$ cat src/ddu_consts.svh
// Register indices, reset values, field masks and codes for the dual converter update control
`ifndef DDU_CONSTS_SVH
`define DDU_CONSTS_SVH

// Register indices; byte address is four times the index
`define DDU_IDX_CTL0      10'h1c0
`define DDU_IDX_CTL1      10'h1c2
`define DDU_IDX_DAT0      10'h1c8
`define DDU_IDX_DAT1      10'h1ca
`define DDU_IDX_GIE       10'h1cc

// Reset values
`define DDU_CTL_RST       16'h0000
`define DDU_DAT_RST       12'h000
`define DDU_CODE_RST      12'h000

// Control bits that only change while conversion_enable is clear
`define DDU_CTL_LOCK_MASK 16'hfd10

// Data field masks and sign bits
`define DDU_DAT_MASK12    12'hfff
`define DDU_DAT_MASK8     12'h0ff
`define DDU_SIGN12        12'h800
`define DDU_SIGN8         8'h80
`define DDU_PAD8          4'h0

// Load trigger codes
`define DDU_LSEL_TRANSP   2'h0
`define DDU_LSEL_WRITE    2'h1
`define DDU_LSEL_TMR_A    2'h2
`define DDU_LSEL_TMR_B    2'h3

// Buffer setting that leaves the converter off
`define DDU_AMP_OFF_HIZ   3'h0

// Answer of an unmapped read
`define DDU_RD_NONE       32'h0000_0000

`endif

$ cat src/ddu_pkg.sv
// Types shared by the dual converter update control
package ddu_pkg;

   // Channel control word, bit 15 down to bit 0
   typedef struct packed {
      logic       out_pin_sel;   // output_pin_select
      logic [1:0] ref_sel;       // reference_select
      logic       res_sel;       // resolution_select, 1 = 8 bit
      logic [1:0] load_sel;      // load_trigger_select
      logic       cal_start;     // calibration_start
      logic       range_sel;     // output_range_select, 1 = 1x
      logic [2:0] buf_set;       // buffer_setting
      logic       fmt_sel;       // data_format_select, 1 = two's complement
      logic       done_ie;       // latch_done_irq_enable
      logic       done_flag;     // latch_done_flag
      logic       conv_en;       // conversion_enable
      logic       grp_next;      // group_with_next
   } ddu_ctl_t;

   typedef enum logic [2:0] {
      DDU_SEL_NONE = 3'b000,
      DDU_SEL_CTL0 = 3'b001,
      DDU_SEL_CTL1 = 3'b010,
      DDU_SEL_DAT0 = 3'b011,
      DDU_SEL_DAT1 = 3'b100,
      DDU_SEL_GIE  = 3'b101
   } ddu_sel_t;

   typedef struct packed {
      ddu_ctl_t [1:0]        ctl;
      logic     [1:0][11:0]  dat;
      logic     [1:0]        pend;
      logic                  prev_ta;
      logic                  prev_tb;
      logic                  global_irq_enable;
      logic                  pready;
      logic     [31:0]       prdata;
      logic                  slverr;
   } ddu_top_state_t;

   typedef struct packed {
      logic [11:0] code;
   } ddu_chan_state_t;

endpackage : ddu_pkg

$ cat src/ddu_chan_if.sv
// Carrier from the control logic to one channel's data path
`timescale 1ns/100ps
interface ddu_chan_if;
   logic [11:0] data;
   logic        res8;
   logic        twos;
   logic        transparent;
   logic        load;

   modport ctrl (output data, output res8, output twos, output transparent, output load);
   modport chan (input data, input res8, input twos, input transparent, input load);
endinterface : ddu_chan_if

$ cat src/ddu_chan.sv
// One channel: code formatting and the data latch in front of the converter core
`timescale 1ns/100ps
`include "ddu_consts.svh"
module ddu_chan (
   input  wire logic        i_clk,
   input  wire logic        i_rst_n,
   ddu_chan_if.chan         c,
   output logic [11:0]      o_code
);
   import ddu_pkg::*;

   ddu_chan_state_t st_ff;
   ddu_chan_state_t nxt_st;

   // ----------------------------------------------------------------
   // Code formatting
   // ----------------------------------------------------------------
   // Result is always scaled to the 12-bit core: 8-bit codes sit in the top byte
   function automatic logic [11:0] to_code(input logic [11:0] d, input logic r8,
                                           input logic tc);
      logic [7:0] lo;
      lo = d[7:0];
      if (r8) begin
         if (tc) begin
            lo = lo ^ `DDU_SIGN8;
         end
         return {lo, `DDU_PAD8};
      end
      if (tc) begin
         return (d & `DDU_DAT_MASK12) ^ `DDU_SIGN12;
      end
      return d & `DDU_DAT_MASK12;
   endfunction : to_code

   // ----------------------------------------------------------------
   // Latch
   // ----------------------------------------------------------------
   always_comb begin
      nxt_st = st_ff;
      if (c.transparent || c.load) begin
         nxt_st.code = to_code(c.data, c.res8, c.twos);
      end
   end

   always_ff @(posedge i_clk or negedge i_rst_n) begin
      if (!i_rst_n) begin
         st_ff <= '{code: `DDU_CODE_RST};
      end else begin
         st_ff <= nxt_st;
      end
   end

   assign o_code = st_ff.code;
endmodule : ddu_chan

$ cat src/ddu_update_ctrl.sv
// Update control for two converter channels, grouped when group_with_next is set, with an APB register slave
// Summary of operation
// - 8- or 12-bit mode; 8-bit codes scaled to full 12-bit core range.
// - output_range_select 0 gives three times reference, 1 gives one time.
// - Oversized codes are accepted; bits above the active resolution are ignored.
// - data_format_select picks straight binary or two's complement data.
// - Two's complement: 800h zero, 000h mid-scale, 7FFh full-scale (8-bit alike).
// - Nonzero buffer_setting forces the routed pin to the converter function.
// - output_pin_select routes channels to port 6 bits 6/7 or ext ref/bit 5.
// - reference_select 0,1 picks internal reference; 2,3 external reference input.
// - Three-bit buffer_setting picks one of eight speed/power buffer combinations.
// - Load select 0: latch transparent, updates on write, enable ignored.
// - Load select 1: data latched after a write to the data register.
// - Load select 2/3: latch on timer A compare 1 / timer B compare 2 rise.
// - Nonzero load select latches only while conversion_enable is set.
// - calibration_start runs offset calibration and clears itself when done.
// - group_with_next of channel zero groups both; channel one's bit unused.
// - When grouped, channel one's load select triggers both channels.
// - Grouped: no update until both data registers written since last update.
// - Grouped with both selects nonzero: either enable clear blocks both.
// - Grouped channels update in the same clock cycle.
// - latch_done_flag sets on a latch with nonzero select, never when transparent.
// - Interrupt request when flag, its enable and global enable are set.
// - latch_done_flag stays set until software clears it.
// - Data bits 15 to 12 read as zero and never reach the core.
//
// Decided for this implementation: the APB interface to the registers and the placing of the registers.
`timescale 1ns/100ps
`include "ddu_consts.svh"
module ddu_update_ctrl (
   input  wire logic        i_clk_sys,
   input  wire logic        i_rst_n,
   input  wire logic        i_psel,
   input  wire logic        i_penable,
   input  wire logic        i_pwrite,
   input  wire logic [11:0] i_paddr,
   input  wire logic [31:0] i_pwdata,
   output logic             o_pready,
   output logic [31:0]      o_prdata,
   output logic             o_pslverr,
   input  wire logic        i_timer_a_cmp1,
   input  wire logic        i_timer_b_cmp2,
   input  wire logic [1:0]  i_cal_done,
   output logic [11:0]      o_ch0_code,
   output logic [11:0]      o_ch1_code,
   output logic [1:0]       o_range_x1,
   output logic [1:0]       o_ref_ext,
   output logic [2:0]       o_ch0_buf_setting,
   output logic [2:0]       o_ch1_buf_setting,
   output logic [1:0]       o_cal_run,
   output logic             o_port6_bit6_dac,
   output logic             o_port6_bit7_dac,
   output logic             o_port6_bit5_dac,
   output logic             o_ext_ref_pin_dac,
   output logic             o_irq
);
   import ddu_pkg::*;

   // ----------------------------------------------------------------
   // Reset release
   // ----------------------------------------------------------------
   logic [1:0] rst_sync_ff;
   logic       rst_n_sys;

   always_ff @(posedge i_clk_sys or negedge i_rst_n) begin
      if (!i_rst_n) begin
         rst_sync_ff <= 2'b00;
      end else begin
         rst_sync_ff <= {rst_sync_ff[0], 1'b1};
      end
   end
   assign rst_n_sys = rst_sync_ff[1];

   // ----------------------------------------------------------------
   // Address decode
   // ----------------------------------------------------------------
   function automatic ddu_sel_t reg_sel(input logic [11:0] a);
      ddu_sel_t s;
      s = DDU_SEL_NONE;
      if (a[1:0] == 2'b00) begin
         unique case (a[11:2])
            `DDU_IDX_CTL0: s = DDU_SEL_CTL0;
            `DDU_IDX_CTL1: s = DDU_SEL_CTL1;
            `DDU_IDX_DAT0: s = DDU_SEL_DAT0;
            `DDU_IDX_DAT1: s = DDU_SEL_DAT1;
            `DDU_IDX_GIE:  s = DDU_SEL_GIE;
            default:       s = DDU_SEL_NONE;
         endcase
      end
      return s;
   endfunction : reg_sel

   // Trigger test for one load select value
   function automatic logic trig_hit(input logic [1:0] ls, input logic wr_pend,
                                     input logic ea, input logic eb);
      logic h;
      h = 1'b0;
      unique case (ls)
         `DDU_LSEL_TRANSP: h = 1'b0;
         `DDU_LSEL_WRITE:  h = wr_pend;
         `DDU_LSEL_TMR_A:  h = ea;
         `DDU_LSEL_TMR_B:  h = eb;
      endcase
      return h;
   endfunction : trig_hit

   ddu_top_state_t st_ff;
   ddu_top_state_t nxt_st;

   ddu_sel_t   sel;
   logic       acc_done;
   logic       wr_en;
   logic       grouped;
   logic       edge_a;
   logic       edge_b;
   logic [1:0] eff_lsel [2];
   logic [1:0] load;
   logic [1:0] transp;
   logic [1:0] ctl_wr;
   logic [1:0] dat_wr;
   logic       grp_go;

   assign sel      = reg_sel(i_paddr);
   assign acc_done = i_psel && i_penable && st_ff.pready;
   assign wr_en    = acc_done && i_pwrite;
   assign ctl_wr   = {wr_en && (sel == DDU_SEL_CTL1), wr_en && (sel == DDU_SEL_CTL0)};
   assign dat_wr   = {wr_en && (sel == DDU_SEL_DAT1), wr_en && (sel == DDU_SEL_DAT0)};

   // ----------------------------------------------------------------
   // Load decision
   // ----------------------------------------------------------------
   assign grouped = st_ff.ctl[0].grp_next;
   assign edge_a  = i_timer_a_cmp1 && !st_ff.prev_ta;
   assign edge_b  = i_timer_b_cmp2 && !st_ff.prev_tb;

   // Both channels waiting, enabled and armed before a grouped update may fire
   assign grp_go = (st_ff.ctl[0].load_sel != `DDU_LSEL_TRANSP)
                && (st_ff.ctl[1].load_sel != `DDU_LSEL_TRANSP)
                && st_ff.ctl[0].conv_en && st_ff.ctl[1].conv_en
                && (&st_ff.pend)
                && trig_hit(st_ff.ctl[1].load_sel, 1'b1, edge_a, edge_b);

   for (genvar g = 0; g < 2; g++) begin : g_load
      assign eff_lsel[g] = grouped ? st_ff.ctl[1].load_sel
                                   : st_ff.ctl[g].load_sel;
      assign transp[g]   = (eff_lsel[g] == `DDU_LSEL_TRANSP);
      assign load[g]     = grouped ? grp_go
                         : (!transp[g] && st_ff.ctl[g].conv_en
                            && trig_hit(eff_lsel[g], st_ff.pend[g],
                                        edge_a, edge_b));
   end

   // ----------------------------------------------------------------
   // Next state
   // ----------------------------------------------------------------
   always_comb begin
      nxt_st         = st_ff;
      nxt_st.prev_ta = i_timer_a_cmp1;
      nxt_st.prev_tb = i_timer_b_cmp2;
      nxt_st.pready  = i_psel && i_penable && !st_ff.pready;

      for (int ch = 0; ch < 2; ch++) begin
         // Control write: locked fields keep their value while enabled
         if (ctl_wr[ch]) begin
            if (st_ff.ctl[ch].conv_en) begin
               nxt_st.ctl[ch] = (i_pwdata[15:0] & ~`DDU_CTL_LOCK_MASK)
                              | (st_ff.ctl[ch] & `DDU_CTL_LOCK_MASK);
            end else begin
               nxt_st.ctl[ch] = i_pwdata[15:0];
            end
         end
         // Calibration ends on the core's done pulse unless restarted now
         if (st_ff.ctl[ch].cal_start && i_cal_done[ch] && !ctl_wr[ch]) begin
            nxt_st.ctl[ch].cal_start = 1'b0;
         end
         // Pending write marker; a new write wins over the clear of a load
         if (load[ch]) begin
            nxt_st.pend[ch] = 1'b0;
         end
         if (dat_wr[ch]) begin
            nxt_st.dat[ch]  = i_pwdata[11:0];
            nxt_st.pend[ch] = 1'b1;
         end
         // Latch-done flag: hardware set wins over a software clear
         if (load[ch]) begin
            nxt_st.ctl[ch].done_flag = 1'b1;
         end
      end

      if (wr_en && (sel == DDU_SEL_GIE)) begin
         nxt_st.global_irq_enable = i_pwdata[0];
      end

      // Read data and error answer, captured in the first access cycle
      if (i_psel && i_penable && !st_ff.pready) begin
         nxt_st.slverr = (sel == DDU_SEL_NONE);
         unique case (sel)
            DDU_SEL_CTL0: nxt_st.prdata = {16'h0000, st_ff.ctl[0]};
            DDU_SEL_CTL1: nxt_st.prdata = {16'h0000, st_ff.ctl[1]};
            DDU_SEL_DAT0: nxt_st.prdata = {20'h00000, st_ff.dat[0]};
            DDU_SEL_DAT1: nxt_st.prdata = {20'h00000, st_ff.dat[1]};
            DDU_SEL_GIE:  nxt_st.prdata = {31'h00000000, st_ff.global_irq_enable};
            DDU_SEL_NONE: nxt_st.prdata = `DDU_RD_NONE;
            default:      nxt_st.prdata = `DDU_RD_NONE;
         endcase
      end
   end

   always_ff @(posedge i_clk_sys or negedge rst_n_sys) begin
      if (!rst_n_sys) begin
         st_ff <= '0;
      end else begin
         st_ff <= nxt_st;
      end
   end

   // ----------------------------------------------------------------
   // Channel data paths
   // ----------------------------------------------------------------
   ddu_chan_if chan_bus [2] ();
   logic [11:0] code [2];

   for (genvar g = 0; g < 2; g++) begin : g_chan
      assign chan_bus[g].data        = st_ff.dat[g];
      assign chan_bus[g].res8        = st_ff.ctl[g].res_sel;
      assign chan_bus[g].twos        = st_ff.ctl[g].fmt_sel;
      assign chan_bus[g].transparent = transp[g];
      assign chan_bus[g].load        = load[g];

      ddu_chan u_chan (
         .i_clk   (i_clk_sys),
         .i_rst_n (rst_n_sys),
         .c       (chan_bus[g]),
         .o_code  (code[g])
      );

      assign o_range_x1[g] = st_ff.ctl[g].range_sel;
      assign o_ref_ext[g]  = st_ff.ctl[g].ref_sel[1];
      assign o_cal_run[g]  = st_ff.ctl[g].cal_start;
   end

   assign o_ch0_code        = code[0];
   assign o_ch1_code        = code[1];
   assign o_ch0_buf_setting = st_ff.ctl[0].buf_set;
   assign o_ch1_buf_setting = st_ff.ctl[1].buf_set;

   // ----------------------------------------------------------------
   // Pin routing overrides
   // ----------------------------------------------------------------
   logic ch0_on;
   logic ch1_on;
   assign ch0_on = st_ff.ctl[0].buf_set != `DDU_AMP_OFF_HIZ;
   assign ch1_on = st_ff.ctl[1].buf_set != `DDU_AMP_OFF_HIZ;

   assign o_port6_bit6_dac  = ch0_on && !st_ff.ctl[0].out_pin_sel;
   assign o_ext_ref_pin_dac = ch0_on &&  st_ff.ctl[0].out_pin_sel;
   assign o_port6_bit7_dac  = ch1_on && !st_ff.ctl[1].out_pin_sel;
   assign o_port6_bit5_dac  = ch1_on &&  st_ff.ctl[1].out_pin_sel;

   // ----------------------------------------------------------------
   // Interrupt and bus outputs
   // ----------------------------------------------------------------
   assign o_irq = st_ff.global_irq_enable && ((st_ff.ctl[0].done_flag && st_ff.ctl[0].done_ie)
                             || (st_ff.ctl[1].done_flag && st_ff.ctl[1].done_ie));

   assign o_pready  = st_ff.pready;
   assign o_prdata  = st_ff.prdata;
   assign o_pslverr = st_ff.slverr && st_ff.pready;
endmodule : ddu_update_ctrl

$ cat config.mk
export PLATFORM = sky130hd
export DESIGN_NAME = ddu_update_ctrl
export DESIGN_NICKNAME = d
export VERILOG_FILES = /design/src/ddu_pkg.sv /design/src/ddu_chan_if.sv /design/src/ddu_chan.sv /design/src/ddu_update_ctrl.sv
export VERILOG_INCLUDE_DIRS = /design/src
export SDC_FILE = /design/constraint.sdc
export NUM_CORES = 1
export LEC_CHECK = 0
export BUFFER_PORTS_ARGS = -buffer_cell sky130_fd_sc_hd__clkbuf_2
export CAP_MARGIN = 20
export CORE_ASPECT_RATIO = 2
export CORE_MARGIN = 10
export CORE_UTILIZATION = 32
export CTS_CLUSTER_SIZE = 24
export DETAILED_ROUTE_END_ITERATION = 16
export PLACE_DENSITY_LB_ADDON = 0.1
export SLEW_MARGIN = 20
export SYNTH_ARGS = -nofsm -noshare
export SYNTH_HDL_FRONTEND = slang
export SYNTH_HIERARCHICAL = 1
export SYNTH_SLANG_ARGS = --single-unit
export TNS_END_PERCENT = 50
$ cat constraint.sdc
create_clock -name i_clk_sys -period 3.5 [get_ports i_clk_sys]
set_input_delay 0.35 -clock i_clk_sys [delete_from_list [all_inputs] [get_ports i_clk_sys]]
set_output_delay 0.35 -clock i_clk_sys [all_outputs]
set_load 0.005 [all_outputs]
Word-level counts from Yosys, hierarchy flattened
Index checks and enable logic that the tools add are counted.

word-level totals
  flip-flop bits (word level) = 121
  output and inout port bits = 75

cells by class
  equal/unequal tests = 16
  muxes and demuxes = 41
  bitwise gates (word level) = 6
  reduce and logical (&&, ||, !) cells = 59

operators by type and width
  kind                 count
  $mux 12              8
  $pmux 16 s5          1
  $eq 10x9->1 const B  5
  $logic_and 1x1->1    32
  $mux 16              2
  $or 10x16->16        2
  $mux 1               20
  $mux 10              2
  $mux 8               2
  $reduce_bool 2->1    8
  $pmux 3 s5           1
  $pmux 1 s4           3
  $logic_not 1->1      9
  $eq 2x2->1 const B   4
  $eq 3x2->1 const B   2
  $eq 3x3->1 const B   2
  $logic_not 2->1      3
  $reduce_bool 3->1    2
  $eq 2x1->1 const B   2
  $not 1->1            4
  $eq 3x1->1 const B   1
  $logic_not 3->1      1
  $logic_or 1x1->1     3
  $mux 3               1
  2 further kinds      2

Depth between registers and ports, before layout
  word-level depth = 13
  mapped depth = 8

Modules after synthesis
Netlist, hierarchy kept.

by module, submodules not included
  module           instances  cells an instance  area an instance (um2)  seq. area each (um2)
  ddu_update_ctrl  1          347                4098.9                  2026.9
  ddu_chan         2          53                 556.8                   300.3

Least setup slack after synthesis
Ideal clock, no wire load.

  path type = input to register
  start = input i_paddr[4]
  end = register st_ff (netlist bit chan_bus[1].res8)
  library setup time = 0.125 ns
  arrival = 2.160 ns
  path slack = 1.215 ns
  stages on the path = 6
  buffers on the path = 2
  cells stage by stage = or4_1 buf_2 or4_1 buf_4 nor2_8 mux2_2

between the ends
  longest elaborated chain between the ends = 5

RTL lines
  element                 RTL line                source
  start: declaration      ddu_update_ctrl.sv:36   input wire logic [11:0] i_paddr,
  $eq 10x9->1             ddu_update_ctrl.sv:81   unique case (a[11:2])
  $pmux 3 s5 *            ddu_update_ctrl.sv:81
  $mux 3 *                ddu_update_ctrl.sv:80   if (a[1:0] == 2'b00) begin
  $eq 3x2->1 *            ddu_update_ctrl.sv:126  assign ctl_wr = {wr_en && (sel == DDU_SEL_CTL1), wr_en && (sel == DDU_SEL_CTL0)};
  $logic_and 1x1->1 *     ddu_update_ctrl.sv:126
  end signal: assignment  ddu_update_ctrl.sv:213  st_ff <= nxt_st;
  end: declaration        ddu_update_ctrl.sv:107  ddu_top_state_t st_ff;

Every way passes the cells marked *; elsewhere a longest branch is shown, timed or not.
A chain may end at the register's enable or synchronous reset.

Worst setup path after layout
  start = input i_paddr[11]
  end = register st_ff (netlist bit chan_bus[0].data[6])

between the ends
  longest elaborated chain between the ends = 5

RTL lines
  element              RTL line                source
  $eq 10x9->1          ddu_update_ctrl.sv:81
  $pmux 3 s5 *         ddu_update_ctrl.sv:81
  $mux 3 *             ddu_update_ctrl.sv:80
  $eq 3x2->1 *         ddu_update_ctrl.sv:127  assign dat_wr = {wr_en && (sel == DDU_SEL_DAT1), wr_en && (sel == DDU_SEL_DAT0)};
  $logic_and 1x1->1 *  ddu_update_ctrl.sv:127

Marks and branches as above.

==> flow_metrics.tcl <==
set metrics [dict create \
    timing.critical_path.from_type "input port" \
    design_power_total_mw 2.54 \
    first_global_vias 3632 \
    synth.yosys.warnings 6 \
    synth_flop_cell "dfrtp_1" \
    vias_per_cell 4.71 \
    period_needed_ns 2.32 \
    critPathCaptureType "register" \
    min_delay_path_depth 1 \
    drive_above_1_share_pct 34.7 \
    grt_antenna_before_repair 0 \
    remaining_drc_errors 0 \
    synth.most_common_cell "dfrtp_1" \
    hpwl_mm 10.8 \
    p_leak_nw 2.93 \
    synth-seq-area-share_pct 50.4 \
    final_nets 570 \
    cp_top_family "simple AND/OR/NAND/NOR gates" \
    ff2ff_setup_slack_ns 1.26 \
    finalHoldWorstSlack_ns 0.123 \
    io_buffer_count 95 \
    seq_power_share_pct 48.2 \
    synth_edf_count 0 \
    max_slew_margin_pct 42.9 \
    synthDominantCellAreaShare_pct 50.4 \
    die_w_microns 110 \
    grt_first_pass_wirelength_mm 21.6 \
    ctsHoldBuffers 1 \
    fp.dieArea_sq_mm 0.0221 \
    area_growth_syn_to_layout_pct 14.9 \
    hold_path.class "input port to register" \
    clkPwrFrac_pct 48.3 \
    rr_endpoint "chan_bus[0].data[6]" \
    netlist-cell-type-count 44 \
    initial_utilization_pct 32.4 \
    antenna_left 0 \
    multi_input_comb_area_sq_mm 0.00216 \
    timing.critical_path.slowest_cell_delay_ns 0.82 \
    synth_commonest_cells "105 x dfrtp_1, 50 x buf_4, 48 x nand2_1" \
    sequential_cell_area_sq_mm 0.00263 \
    cts_repair_resize_count 0 \
    setup_violating_endpoint_count_in_the_final_report 0 \
    crit_cells 5 \
    combinationalPowerShare_pct 3.5 \
    maxCapViolations 0 \
    track_usage_pct 12.8 \
    cts-buffers-inserted 9 \
    status "finished, final reports clean" \
    clock_sinks 105 \
    synthesis.area_per_instance_sq_um 11.5 \
    post_synth_main_area_contributors "dfrtp_1 50%, mux2_2 9.7%, mux2i_1 8.6%" \
    worst_pin_slew_ns 0.857 \
    hold_viol_final 0 \
    fp.dieH_microns 200 \
    routed_wl_mm 13.9 \
    route.detailed.wl_per_inst_microns 19.2 \
    synth_top_cell_by_area "dfrtp_1" \
    cts.clk_slew.worst_paths_ns 0.07 \
    clock_tree.root_cell "clkbuf_16" \
    cp_num_buf_inv 1 \
    core-area_sq_mm 0.0161 \
    worstReg2RegStart "o_pready" \
    cts_tree "yes" \
    ys_async_rst_share_pct 100 \
    hold_start "i_timer_b_cmp2" \
    antenna_cells 0 \
    critPathSlowestCell "or4_1" \
    worstSkewPairLatency_ns 0.34 \
    gp_routability_congestion 0.764 \
    maximum_number_of_pins_on_one_net_before_global_route_repair 61 \
    criticalPathCategory "input port to register" \
    crit_fanout 13 \
    cp_data_arrival_time_ns 2.54 \
    cts.htree.levels 3 \
    total_switching_power_mw 0.524 \
    drtPass1Iterations 4 \
    p_int_mw 2.02 \
    power_switching_share_pct 20.6 \
    max_freq_ghz 0.431 \
    pd_cells_mw_per_mm2 425 \
    detail_route.iter0.violations 84 \
    fillers 1642 \
    synthesis.area_sq_mm 0.00521 \
    fp-row-count 66 \
    irDropWorstVdd_uv 215 \
    via_count 3420 \
    maxSlewViolCount 0 \
    netlist_instances 453 \
    cts_post_setup_buffers_inserted 0 \
    total_negative_setup_slacks_ns 0 \
    number_of_flip_flops_and_latches_in_the_synthesized_netlist 105 \
    layout_worst_path_cycle_share_pct 66.3 \
    gr-total-overflow 0 \
    series_of_cell_instances_along_the_critical_path "clkbuf_2 > or4_4 > or2_4 > or4_1 > mux2_4" \
    hold-path-endpoint "st_ff[35]" \
    required_ns 3.72 \
    cts-root-to-sink-buffers 2 \
    io-pin-count 128 \
    grt_setup_unrepaired "false" \
    finalClockSkew_ns 0.00822 \
    r2r_depth 3 \
]
==> cells in the final DEF (no fill, tap or decap), types with 6 or more instances in the layout <==
| master | n |
|---|---|
| nor2b_1 | 8 |
| conb_1 | 17 |
| clkbuf_2 | 95 |
| mux2i_1 | 45 |
| nor2_1 | 8 |
| o21ai_0 | 24 |
| mux2_2 | 45 |
| mux2_4 | 9 |
| clkbuf_16 | 9 |
| nand2b_1 | 12 |
| nand2_1 | 48 |
| buf_4 | 6 |
| o21ai_1 | 22 |
| dfrtp_1 | 104 |
| o22a_1 | 11 |
==> flip-flops by register name, indices dropped and copies added (netlist names) <==
register              flops
o_ch1_buf_setting         3
eff_lsel                  2
o_ref_ext                 2
o_ch0_buf_setting         3
o_pready                  1
o_cal_run                 2
chan_bus.data            24
rst_sync_ff               2
st_ff                    19
g_chan.u_chan/o_code     24
o_prdata                 16
o_range_x1                2
grouped                   1
chan_bus.res8             2
chan_bus.twos             2
==> layout make-up <==
type / count / share of cell area, %
sequential: 105 / 43.9
timing repair buffer: 103 / 9.19
clock buffer: 9 / 3.76
multi-input combinational: 293 / 36.1
inverter: 5 / 0.313
tap: 204 / 4.26
clock inverter: 7 / 2.38
==> cell families after synthesis <==
group	share of synthesized area (%)
mux	21.0
compound gates	7.87
flops	50.4
other cells	0.144
simple gates	11.1
buf+inv	9.15
xor+xnor	0.336
==> power groups by stage <==
stage	Sequential [mW]	Clock [mW]	Combinational, mW
detailed placement	1.25	0	0.0899
global placement	1.25	0	0.0897
CTS	1.23	1.27	0.0906
finish	1.23	1.23	0.0889
global route	1.23	1.31	0.100
floorplan	1.26	0	0.0460
==> per-stage QoR <==
step	instances	utilization, %	instance area (sq um)	worst slack (ns)
global route	726	37.2	5990	1.13
detailed placement	709	34.8	5610	0.809
CTS	726	37.2	5990	1.17
finish	726	37.2	5990	1.18
floorplan	468	-	5270	0.358
global placement	709	34.8	5610	0.809
==> worst max path at each step <==
stage,startpoint,end,slack (ns)
6_report,i_paddr[11],chan_bus[0].data[6],1.18
3_3_place_gp,i_paddr[11],chan_bus[0].data[8],0.81
2_1_floorplan,rst_sync_ff[1],chan_bus[0].data[0],0.36
4_1_cts,i_paddr[11],chan_bus[0].data[6],1.17
5_1_grt,i_paddr[11],chan_bus[0].data[8],1.13
3_5_place_dp,i_paddr[11],chan_bus[0].data[6],0.81
==> layer usage <==
layer / routed length [microns] / global-route usage [%] / vias to the layer above
li1: - / - / 1651
met1: 5490 / 15.0 / 1699
met2: 7670 / 22.5 / 63
met3: 612 / 2.83 / 7
met4: 137 / 3.32 / 0
met5: 0 / 0 / -
No activity file was read; power rests on OpenSTA's default activity.
